File: config.mk
export PLATFORM = sky130hd
export DESIGN_NAME = chdp_host_port
export DESIGN_NICKNAME = d
export VERILOG_FILES = /design/src/pkg/chdp_pkg.sv /design/src/logic/chdp_host_port.sv /design/src/logic/chdp_byte_track.sv
export VERILOG_INCLUDE_DIRS = /design/src /design/src/pkg
export SDC_FILE = /design/constraint.sdc
export NUM_CORES = 1
export LEC_CHECK = 0
export BUFFER_PORTS_ARGS = -buffer_cell sky130_fd_sc_hd__clkbuf_2
export CORE_MARGIN = 4
export CORE_UTILIZATION = 50
export CTS_CLUSTER_DIAMETER = 120
export CTS_CLUSTER_SIZE = 24
export DETAILED_ROUTE_END_ITERATION = 12
export PLACE_DENSITY = 0.74
export SYNTH_ARGS = -nofsm -noshare
export SYNTH_HDL_FRONTEND = slang
export SYNTH_SLANG_ARGS = --single-unit
File: constraint.sdc
create_clock -name mclk_in -period 3 [get_ports mclk_in]
set_input_delay 0.15 -clock mclk_in [delete_from_list [all_inputs] [get_ports mclk_in]]
set_output_delay 0.15 -clock mclk_in [all_outputs]
set_load 0.1 [all_outputs]
File: src/pkg/chdp_consts.svh
// constants of the codec host direct port: selects, fields, reset values
// assumes inclusion by bare name; definitions only
`ifndef CHDP_CONSTS_SVH
`define CHDP_CONSTS_SVH

// register_select values
`define CHDP_SEL_INDEX      2'h0
`define CHDP_SEL_WINDOW     2'h1
`define CHDP_SEL_STATUS     2'h2
`define CHDP_SEL_PIO        2'h3

// value read through blocked registers while initializing
`define CHDP_INIT_READ      8'h80
`define CHDP_STATUS_RESET   8'hcc

// index register fields
`define CHDP_IX_INIT_BIT    7
`define CHDP_IX_MCE_BIT     6
`define CHDP_IX_TRD_BIT     5
`define CHDP_IX_MCE_RESET   1'b1

// host_status fields
`define CHDP_ST_CUL_BIT     7
`define CHDP_ST_CLR_BIT     6
`define CHDP_ST_CAPTURE_READY_BIT    5
`define CHDP_ST_SOUR_BIT    4
`define CHDP_ST_PUL_BIT     3
`define CHDP_ST_PLR_BIT     2
`define CHDP_ST_PLAYBACK_READY_BIT    1
`define CHDP_ST_INT_BIT     0

// indirect registers used by this block
`define CHDP_IDX_FORMAT     4'h8
`define CHDP_IDX_PINCTL     4'ha
`define CHDP_FMT_BIT        6
`define CHDP_LC_BIT         5
`define CHDP_SM_BIT         4
`define CHDP_IEN_BIT        1

// indirect reset values: aux inputs power up muted
`define CHDP_IND_RESET      8'h00
`define CHDP_IND_MUTED      8'h80
`define CHDP_IDX_MUTE_LO    4'h2
`define CHDP_IDX_MUTE_HI    4'h5

// synchronised bus vector {cs_n, rd_n, wr_n, sel[1:0], data[7:0]}
`define CHDP_BUS_IDLE       13'h1c00

`endif

File: src/pkg/chdp_pkg.sv
// types of the codec host direct port
// assumes chdp_consts.svh for all numeric constants
package chdp_pkg;

    // byte tracking states, gray coded along b0-b1-b2-b3-full
    typedef enum logic [2:0] {
        CHDP_TRK_B0   = 3'h0,
        CHDP_TRK_B1   = 3'h1,
        CHDP_TRK_B2   = 3'h3,
        CHDP_TRK_B3   = 3'h2,
        CHDP_TRK_FULL = 3'h6
    } chdp_trk_state_t;

endpackage

File: src/logic/chdp_host_port.sv
// direct registers of the codec byte-wide host port
// assumes host pins asynchronous to mclk_in; converter side on mclk_in
`timescale 1ns/10ps
`include "chdp_consts.svh"

// What this block does
// - select 1 reads or writes the indirect register chosen by the index pointer
// - while initializing, window writes are dropped and window reads give 80h
// - ready and interrupt bits change freely; host re-reads to see a new one
// - status register reads cch right after reset
// - capture upper/lower reads 0 for pending low byte, else 1 or 8-bit
// - status byte and channel bits name the next capture byte returned
// - select 3 writes go to playback byte, reads come from capture byte
// - while initializing, playback writes are ignored, capture reads give 80h
// - each capture byte read advances the capture byte tracker
// - after all capture bytes are read the pointer stays on the last byte
// - a new capture sample returns pointer and status to the first byte
// - after a full read and before new data, reads repeat the kept byte
// - each playback byte write advances the playback byte tracker
// - once all playback bytes are written, further byte writes are ignored
// - playback tracker returns to first byte when the sample goes out
// - window target is the index most recently written
// - interrupt flag alone is sticky; other status bits follow samples
// - init busy is reported and blocks every register write
module chdp_host_port (
    input  wire logic         mclk_in,
    input  wire logic         reset_in,
    input  wire logic [1:0]   register_select_in,
    input  wire logic         cs_n_in,
    input  wire logic         rd_n_in,
    input  wire logic         wr_n_in,
    input  wire logic [7:0]   data_in,
    output logic [7:0]        data_out,
    output logic              data_oe_out,
    input  wire logic         init_busy_in,
    input  wire logic         interrupt_event_in,
    input  wire logic         sample_overrun_in,
    input  wire logic [31:0]  capture_sample_in,
    input  wire logic         capture_valid_in,
    output logic [31:0]       playback_sample_out,
    output logic              playback_full_out,
    input  wire logic         playback_take_in,
    output logic              int_out,
    output logic              mode_change_out,
    output logic              transfer_disable_out,
    output logic [127:0]      indirect_flat_out
);

    // host bus synchroniser, one vector so all pins age together
    logic [12:0]  bus_s1_reg;
    logic [12:0]  bus_s2_reg;
    logic [12:0]  bus_d_reg;

    logic         now_cs_n;
    logic         now_rd_n;
    logic         now_wr_n;
    logic [1:0]   now_sel;
    logic         old_cs_n;
    logic         old_rd_n;
    logic         old_wr_n;
    logic [1:0]   acc_sel;
    logic [7:0]   acc_data;

    logic         wr_evt;
    logic         rd_evt;
    logic         wr_ok;
    logic         hit_index;
    logic         hit_window;
    logic         hit_status;
    logic         hit_pio;

    logic [3:0]   index_pointer_reg;
    logic         mce_reg;
    logic         trd_reg;
    logic [7:0]   indirect_reg [0:15];

    logic         int_flag_reg;
    logic         capture_ready_reg;
    logic         playback_ready_reg;
    logic [31:0]  cap_buf_reg;
    logic [31:0]  pb_buf_reg;

    logic         fmt_wide;
    logic         fmt_stereo;
    logic         interrupt_pin_enable;

    logic [1:0]   cap_pos;
    logic         cap_at_last;
    logic         cap_read;
    logic [1:0]   pb_pos;
    logic         pb_at_last;
    logic         pb_full;
    logic         pb_write;

    logic [7:0]   status_byte;
    logic [7:0]   index_byte;
    logic [7:0]   read_byte;
    logic [7:0]   data_out_reg;
    logic         data_oe_reg;
    logic         int_out_reg;

    // reset value of indirect register i
    function automatic logic [7:0] ind_reset(input logic [3:0] idx);
        if (idx >= `CHDP_IDX_MUTE_LO && idx <= `CHDP_IDX_MUTE_HI) begin
            ind_reset = `CHDP_IND_MUTED;
        end else begin
            ind_reset = `CHDP_IND_RESET;
        end
    endfunction

    // upper/lower indicator for a byte position
    function automatic logic upper_of(input logic [1:0] pos, input logic wide);
        upper_of = wide ? pos[0] : 1'b1;
    endfunction

    // left/right indicator; left first in each sample
    function automatic logic left_of(input logic [1:0] pos, input logic wide,
                                     input logic stereo);
        if (!stereo) begin
            left_of = 1'b1;
        end else begin
            left_of = wide ? ~pos[1] : ~pos[0];
        end
    endfunction

    // blocked registers read a fixed byte while initializing
    function automatic logic [7:0] gate_init(input logic busy, input logic [7:0] live);
        if (busy) begin
            gate_init = `CHDP_INIT_READ;
        end else begin
            gate_init = live;
        end
    endfunction

    always_ff @(posedge mclk_in) begin
        if (reset_in) begin
            bus_s1_reg <= `CHDP_BUS_IDLE;
            bus_s2_reg <= `CHDP_BUS_IDLE;
            bus_d_reg  <= `CHDP_BUS_IDLE;
        end else begin
            bus_s1_reg <= {cs_n_in, rd_n_in, wr_n_in, register_select_in, data_in};
            bus_s2_reg <= bus_s1_reg;
            bus_d_reg  <= bus_s2_reg;
        end
    end

    assign now_cs_n = bus_s2_reg[12];
    assign now_rd_n = bus_s2_reg[11];
    assign now_wr_n = bus_s2_reg[10];
    assign now_sel  = bus_s2_reg[9:8];
    assign old_cs_n = bus_d_reg[12];
    assign old_rd_n = bus_d_reg[11];
    assign old_wr_n = bus_d_reg[10];
    assign acc_sel  = bus_d_reg[9:8];
    assign acc_data = bus_d_reg[7:0];

    // accesses complete on the trailing strobe edge, when data is settled
    assign wr_evt = now_wr_n & ~old_wr_n & ~old_cs_n;
    assign rd_evt = now_rd_n & ~old_rd_n & ~old_cs_n;
    assign wr_ok  = wr_evt & ~init_busy_in;

    // selects of the access being committed, one cycle behind the synchronised pins
    assign hit_index  = (acc_sel == `CHDP_SEL_INDEX);
    assign hit_window = (acc_sel == `CHDP_SEL_WINDOW);
    assign hit_status = (acc_sel == `CHDP_SEL_STATUS);
    assign hit_pio    = (acc_sel == `CHDP_SEL_PIO);

    assign fmt_wide   = indirect_reg[`CHDP_IDX_FORMAT][`CHDP_FMT_BIT]
                      & ~indirect_reg[`CHDP_IDX_FORMAT][`CHDP_LC_BIT];
    assign fmt_stereo = indirect_reg[`CHDP_IDX_FORMAT][`CHDP_SM_BIT];
    assign interrupt_pin_enable = indirect_reg[`CHDP_IDX_PINCTL][`CHDP_IEN_BIT];

    // index register
    always_ff @(posedge mclk_in) begin
        if (reset_in) begin
            index_pointer_reg <= 4'h0;
            mce_reg           <= `CHDP_IX_MCE_RESET;
            trd_reg           <= 1'b0;
        end else if (wr_ok && hit_index) begin
            index_pointer_reg <= acc_data[3:0];
            mce_reg           <= acc_data[`CHDP_IX_MCE_BIT];
            trd_reg           <= acc_data[`CHDP_IX_TRD_BIT];
        end
    end

    // indirect registers behind the window
    always_ff @(posedge mclk_in) begin
        if (reset_in) begin
            for (int i = 0; i < 16; i++) begin
                indirect_reg[i] <= ind_reset(4'(i));
            end
        end else if (wr_ok && hit_window) begin
            indirect_reg[index_pointer_reg] <= acc_data;
        end
    end

    // interrupt flag: event set beats a same-cycle status write
    // a status write during init is dropped, so a pending flag survives it
    always_ff @(posedge mclk_in) begin
        if (reset_in) begin
            int_flag_reg <= 1'b0;
        end else if (interrupt_event_in) begin
            int_flag_reg <= 1'b1;
        end else if (wr_ok && hit_status) begin
            int_flag_reg <= 1'b0;
        end
    end

    always_ff @(posedge mclk_in) begin
        if (reset_in) begin
            int_out_reg <= 1'b0;
        end else begin
            int_out_reg <= int_flag_reg & interrupt_pin_enable;
        end
    end

    // capture path
    assign cap_read = rd_evt & ~init_busy_in & hit_pio;

    chdp_byte_track u_cap_track (
        .mclk_in      (mclk_in),
        .reset_in     (reset_in),
        .restart_in   (capture_valid_in),
        .advance_in   (cap_read),
        .wide_in      (fmt_wide),
        .stereo_in    (fmt_stereo),
        .byte_pos_out (cap_pos),
        .at_last_out  (cap_at_last),
        .full_out     ()
    );

    always_ff @(posedge mclk_in) begin
        if (reset_in) begin
            cap_buf_reg <= 32'h0000_0000;
        end else if (capture_valid_in) begin
            cap_buf_reg <= capture_sample_in;
        end
    end

    // a new sample wins over the read that drains the old one
    always_ff @(posedge mclk_in) begin
        if (reset_in) begin
            capture_ready_reg <= 1'b0;
        end else if (capture_valid_in) begin
            capture_ready_reg <= 1'b1;
        end else if (cap_read && cap_at_last) begin
            capture_ready_reg <= 1'b0;
        end
    end

    // playback path
    assign pb_write = wr_ok & hit_pio & ~pb_full;

    chdp_byte_track u_pb_track (
        .mclk_in      (mclk_in),
        .reset_in     (reset_in),
        .restart_in   (playback_take_in),
        .advance_in   (pb_write),
        .wide_in      (fmt_wide),
        .stereo_in    (fmt_stereo),
        .byte_pos_out (pb_pos),
        .at_last_out  (pb_at_last),
        .full_out     (pb_full)
    );

    always_ff @(posedge mclk_in) begin
        if (reset_in) begin
            pb_buf_reg <= 32'h0000_0000;
        end else if (pb_write) begin
            pb_buf_reg[{pb_pos, 3'h0} +: 8] <= acc_data;
        end
    end

    // converter request sets ready; completing the sample clears it
    always_ff @(posedge mclk_in) begin
        if (reset_in) begin
            playback_ready_reg <= 1'b0;
        end else if (playback_take_in) begin
            playback_ready_reg <= 1'b1;
        end else if (pb_write && pb_at_last) begin
            playback_ready_reg <= 1'b0;
        end
    end

    // status byte; after reset an 8-bit mono format gives cch
    always_comb begin
        status_byte = 8'h00;
        status_byte[`CHDP_ST_CUL_BIT]  = upper_of(cap_pos, fmt_wide);
        status_byte[`CHDP_ST_CLR_BIT]  = left_of(cap_pos, fmt_wide, fmt_stereo);
        status_byte[`CHDP_ST_CAPTURE_READY_BIT] = capture_ready_reg;
        status_byte[`CHDP_ST_SOUR_BIT] = sample_overrun_in;
        status_byte[`CHDP_ST_PUL_BIT]  = upper_of(pb_pos, fmt_wide);
        status_byte[`CHDP_ST_PLR_BIT]  = left_of(pb_pos, fmt_wide, fmt_stereo);
        status_byte[`CHDP_ST_PLAYBACK_READY_BIT] = playback_ready_reg;
        status_byte[`CHDP_ST_INT_BIT]  = int_flag_reg;
    end

    always_comb begin
        index_byte = {1'b0, mce_reg, trd_reg, 1'b0, index_pointer_reg};
        index_byte[`CHDP_IX_INIT_BIT] = init_busy_in;
    end

    // read mux; pointer parks on last byte so repeats return it
    always_comb begin
        case (now_sel)
            `CHDP_SEL_INDEX: begin
                read_byte = gate_init(init_busy_in, index_byte);
            end
            `CHDP_SEL_WINDOW: begin
                read_byte = gate_init(init_busy_in, indirect_reg[index_pointer_reg]);
            end
            `CHDP_SEL_STATUS: begin
                read_byte = status_byte;
            end
            default: begin
                read_byte = gate_init(init_busy_in,
                                      cap_buf_reg[{cap_pos, 3'h0} +: 8]);
            end
        endcase
    end

    // live bits are re-sampled every cycle of the strobe, so a bit that
    // sets late in a read shows on the next read only
    always_ff @(posedge mclk_in) begin
        if (reset_in) begin
            data_out_reg <= 8'h00;
            data_oe_reg  <= 1'b0;
        end else begin
            data_out_reg <= read_byte;
            data_oe_reg  <= ~now_rd_n & ~now_cs_n;
        end
    end

    always_comb begin
        for (int i = 0; i < 16; i++) begin
            indirect_flat_out[i*8 +: 8] = indirect_reg[i];
        end
    end

    assign data_out             = data_out_reg;
    assign data_oe_out          = data_oe_reg;
    assign int_out              = int_out_reg;
    assign mode_change_out      = mce_reg;
    assign transfer_disable_out = trd_reg;
    assign playback_sample_out  = pb_buf_reg;
    assign playback_full_out    = pb_full;

endmodule

File: src/logic/chdp_byte_track.sv
// byte tracking state machine for one programmed-I/O direction
// assumes restart and advance are single-cycle pulses on mclk_in
`timescale 1ns/10ps

module chdp_byte_track (
    input  wire logic       mclk_in,
    input  wire logic       reset_in,
    input  wire logic       restart_in,
    input  wire logic       advance_in,
    input  wire logic       wide_in,
    input  wire logic       stereo_in,
    output logic [1:0]      byte_pos_out,
    output logic            at_last_out,
    output logic            full_out
);

    chdp_pkg::chdp_trk_state_t state_reg;
    chdp_pkg::chdp_trk_state_t state_next;
    logic [1:0]                last_pos;
    logic [1:0]                cur_pos;

    // bytes per sample: 1, 2 or 4
    assign last_pos = {wide_in & stereo_in, wide_in | stereo_in};

    always_comb begin
        case (state_reg)
            chdp_pkg::CHDP_TRK_B0:   cur_pos = 2'h0;
            chdp_pkg::CHDP_TRK_B1:   cur_pos = 2'h1;
            chdp_pkg::CHDP_TRK_B2:   cur_pos = 2'h2;
            chdp_pkg::CHDP_TRK_B3:   cur_pos = 2'h3;
            default:                 cur_pos = last_pos;
        endcase
    end

    always_comb begin
        state_next = state_reg;
        if (advance_in) begin
            if (state_reg == chdp_pkg::CHDP_TRK_FULL) begin
                state_next = chdp_pkg::CHDP_TRK_FULL;
            end else if (cur_pos == last_pos) begin
                state_next = chdp_pkg::CHDP_TRK_FULL;
            end else begin
                case (state_reg)
                    chdp_pkg::CHDP_TRK_B0: state_next = chdp_pkg::CHDP_TRK_B1;
                    chdp_pkg::CHDP_TRK_B1: state_next = chdp_pkg::CHDP_TRK_B2;
                    chdp_pkg::CHDP_TRK_B2: state_next = chdp_pkg::CHDP_TRK_B3;
                    default:               state_next = chdp_pkg::CHDP_TRK_FULL;
                endcase
            end
        end
        // a new sample restarts tracking even if a byte moves this cycle
        if (restart_in) begin
            state_next = chdp_pkg::CHDP_TRK_B0;
        end
    end

    always_ff @(posedge mclk_in) begin
        if (reset_in) begin
            state_reg <= chdp_pkg::CHDP_TRK_B0;
        end else begin
            state_reg <= state_next;
        end
    end

    assign byte_pos_out = cur_pos;
    assign at_last_out  = (state_reg != chdp_pkg::CHDP_TRK_FULL) && (cur_pos == last_pos);
    assign full_out     = (state_reg == chdp_pkg::CHDP_TRK_FULL);

endmodule

==> results by group <==
Critical path
  – WP data arrival: about 3.1 ns
  – Crit-path max cell delay: around 0.62 ns
  – Critical Setup Path Class: register to register
  – CP max FO: 14
  – Slowest CP cell: dfxtp_1
  – Flop-to-flop setup slack: 0.30 ns
  – Worst setup SP type: register
  – Reg2reg path depth: 8
  – Worst EP required: 3.41 ns
  – CP Capture Type: register
  – FF-to-FF End: playback_sample_out[16]$_SDFFE_PP0P_
  – Worst r2r src: u_pb_track.state_reg[0]$_SDFFE_PP0P_
  – Critical path cell sequence: xor2_1, or2_2, nand2_1, ha_1, nand4b_1, a211oi_2, a22oi_1, nor2_1

Floorplanning
  – Core box area: 21900 um^2
  – Initial Utilization: between 50% and 60%
  – Row count: 54
  – Die span in y: between 150 and 200 um
  – Die area: ~25000 um^2
  – IO Pins: about 230
  – Die width: between 150 and 200 um

Clocking
  – Post-CTS resize count: 0
  – Num CTS Buffers: 14
  – CTS clk-pin slew, worst paths: about 0.10 ns
  – # clock sinks: between 200 and 300
  – Htree depth: 1
  – TritonCTS clock tree: done
  – Skew-Pair Late Insertion Delay: 0.50 ns
  – CTS max path bufs: 3
  – Post-CTS Setup Bufs: 0
  – Clock tree root buffer cell: clkbuf_16

STA
  – Worst hold margin: a little over 0.05 ns
  – Minimum clock period: roughly 2.7 ns
  – Fin. max-slew vios: 0
  – Setup TNS: 0 ns
  – Fin crit share: between 80% and 90%
  – Finish-stage setup viols: 0
  – Max_slew headroom: 23.3%
  – FMAX: about 370 MHz
  – Worst Max-Slew Pin Slew: 1.15 ns
  – Hold Vio Cnt, Final: 0
  – Unrepaired setup endpoints after global routing: no
  – Setup Skew: approximately 0.026 ns

Layout
  – Fin area: ~14000 um^2
  – Reg area: around 6500 um^2
  – Number of antenna repair diodes: 0
  – Fillers: 1756
  – Layout cell share with drive strength beyond 1: a little under a third
  – Nets@finish: roughly 1.2k
  – Largest register FFs: 128
  – P&R area growth vs syn: 21.1%
  – Area of the multi-input gates: approximately 4400 um^2
  – Post-Layout Cell Count: between 1k and 1.5k
  – Commonest cells after routing, fill and taps aside: clkbuf_2, dfxtp_1, edfxtp_1
  – Commonest non-fill, non-tap cell in the layout: clkbuf_2

Routing
  – First-pass iteration count of the detailed router: 7
  – Via Count: 8243
  – Wire per inst: 21.0 um
  – Drt via density: between 5 and 6
  – Initial drt markers: 727
  – Drt total wl: about 31000 um
  – DR DRC count: 0
  – Antenna viol nets, final: 0

GRT
  – Total grt overflow: 0
  – First-pass GRT wire length: ~47000 um
  – Largest net degree at the start of global routing: ~150
  – Antenna violations before repair: 0
  – Vias in the first global route: between 8k and 9k
  – Gr usage total: 24.5%

Synth
  – Dominant synthesized flop cell: dfxtp_1
  – Synth Net Count: between 900 and 1k
  – Synth cell types: 64
  – Yosys Warn Count: 0
  – Yosys reg bits: between 200 and 300
  – Mapped Cells: just over 900
  – Avg Cell Area, Syn: about 12 um^2
  – Number of enable flip-flop cells after synthesis: 128
  – Ys async rst share: 0%
  – Post-synthesis sequential area ratio: roughly 58%
  – Mapped cell area: about 11000 um^2

Outcome
  – Status: complete, no violations

Power
  – Peak supply drop: between 0.4 and 0.5 mV
  – P per Cell Area: 510 nW/um^2
  – Tot Pwr: between 6000 and 7000 uW
  – Leak: 0.00552 uW

Hold path
  – Hold path depth: 3
  – Hold EP: data_out[4]$_SDFF_PP0_
  – Hold Crit Class: primary input to register
  – Hold path start: sample_overrun_in

Place
  – DP HPWL: about 22000 um
  – Buffers added on ports: ~220
  – Area after DPL: ~13000 um^2
  – RePlAce Congestion: 0.868
  – Dpl cells: approximately 1.4k

Run
  – MaxCap Viol Count: 0
-- metrics by stage --
step / utilization, % / setup slack (ns)
finish: 61.8 / 0.301
CTS: 61.8 / 0.324
global route: 61.8 / 0.0784
global placement: 57.8 / 0.481
floorplan: - / -0.0192
detailed placement: 57.8 / 0.374
-- worst max-delay path: cells and delay by family (launching register included) --
family / cells / cell delay [ns]
xor gates and xnor gates: 1 / 0.18
and+or+nand+nor: 4 / 0.90
DFF: 1 / 0.62
AOI/OAI and AO/OA: 2 / 0.64
adders and majority gates: 1 / 0.28
-- synthesized netlist by cell type (7+ instances only) --
cell type    n  area (um^2)
dfxtp_1    132         2640
edfxtp_1   128         3840
and2_1     127          795
nor2_1     105          394
mux2i_1     54          541
clkbuf_1    47          176
nor2b_1     41          257
a22oi_1     32          240
mux4_2      29          653
or2_2       27          169
mux2_2      18          203
nand2_1     17         63.8
nor3_1      12         60.1
buf_1       11         41.3
a21oi_1     10         50.1
inv_1       10         37.5
o21ai_0     10         50.1
a31oi_1      9         56.3
nand2b_1     8         50.1
a211oi_1     7         52.6
buf_2        7         35.0
nand3_1      7         35.0
-- worst max path at each step --
stage / endpoint / cells after the start / slack [ns] / from
4_1_cts: playback_sample_out[17]$_SDFFE_PP0P_ / 8 / 0.32 / u_pb_track.state_reg[0]$_SDFFE_PP0P_
3_5_place_dp: playback_sample_out[16]$_SDFFE_PP0P_ / 8 / 0.37 / u_pb_track.state_reg[0]$_SDFFE_PP0P_
6_report: playback_sample_out[16]$_SDFFE_PP0P_ / 8 / 0.30 / u_pb_track.state_reg[0]$_SDFFE_PP0P_
2_1_floorplan: playback_sample_out[0]$_SDFFE_PP0P_ / 9 / -0.02 / indirect_reg[8][5]$_SDFFCE_PN0P_
5_1_grt: playback_sample_out[16]$_SDFFE_PP0P_ / 9 / 0.08 / u_pb_track.state_reg[0]$_SDFFE_PP0P_
3_3_place_gp: indirect_reg[2][6]$_SDFFCE_PN0P_ / 5 / 0.48 / bus_d_reg[10]$_SDFF_PP1_
-- layer usage --
| layer | vias to the layer above | track usage, % | part of all wire [%] |
|---|---|---|---|
| met4 | 0 | 6.60 | 2.7 |
| met5 | - | 0 | 0 |
| met2 | 354 | 39.1 | 46 |
| met1 | 4022 | 34.3 | 42 |
| met3 | 56 | 4.98 | 8.7 |
| li1 | 3811 | - | - |
-- area by class of cell --
cell class	instances	share of cell area, %
inverters	10	0.277
multi-input cells	589	32.5
flip-flops and latches	260	47.9
repair buffers	302	13.6
clock buffers	21	3.10
well taps	280	2.59
-- report_power, final --
group          switching, uW  internal, uW  total (uW)  leakage, uW
Sequential              93.1          3830        3920      0.00237
Clock                   1100           976        2070     0.000203
Combinational            698           203         901      0.00295
Total                   1890          5010        6900      0.00552
-- logic make-up (layout without fill, tap and decap cells) --
family | Yosys count | count (layout) | synth area share (%)
compound gates | 106 | 106 | 7.27
buf+inv | 77 | 333 | 2.73
simple gates | 373 | 373 | 18.6
mux | 101 | 101 | 12.5
flops | 260 | 260 | 58.1
fa+ha+maj | 5 | 5 | 0.560
xor+xnor | 4 | 4 | 0.314
-- repair_timing --
| action | 4_1_cts | 5_1_grt |
|---|---|---|
| hold buffers | 47 | 0 |
| setup endpoints to repair | 0 | 0 |
| endpoints found under the hold margin | 50 | 0 |
(Power assumes the default switching activity.)
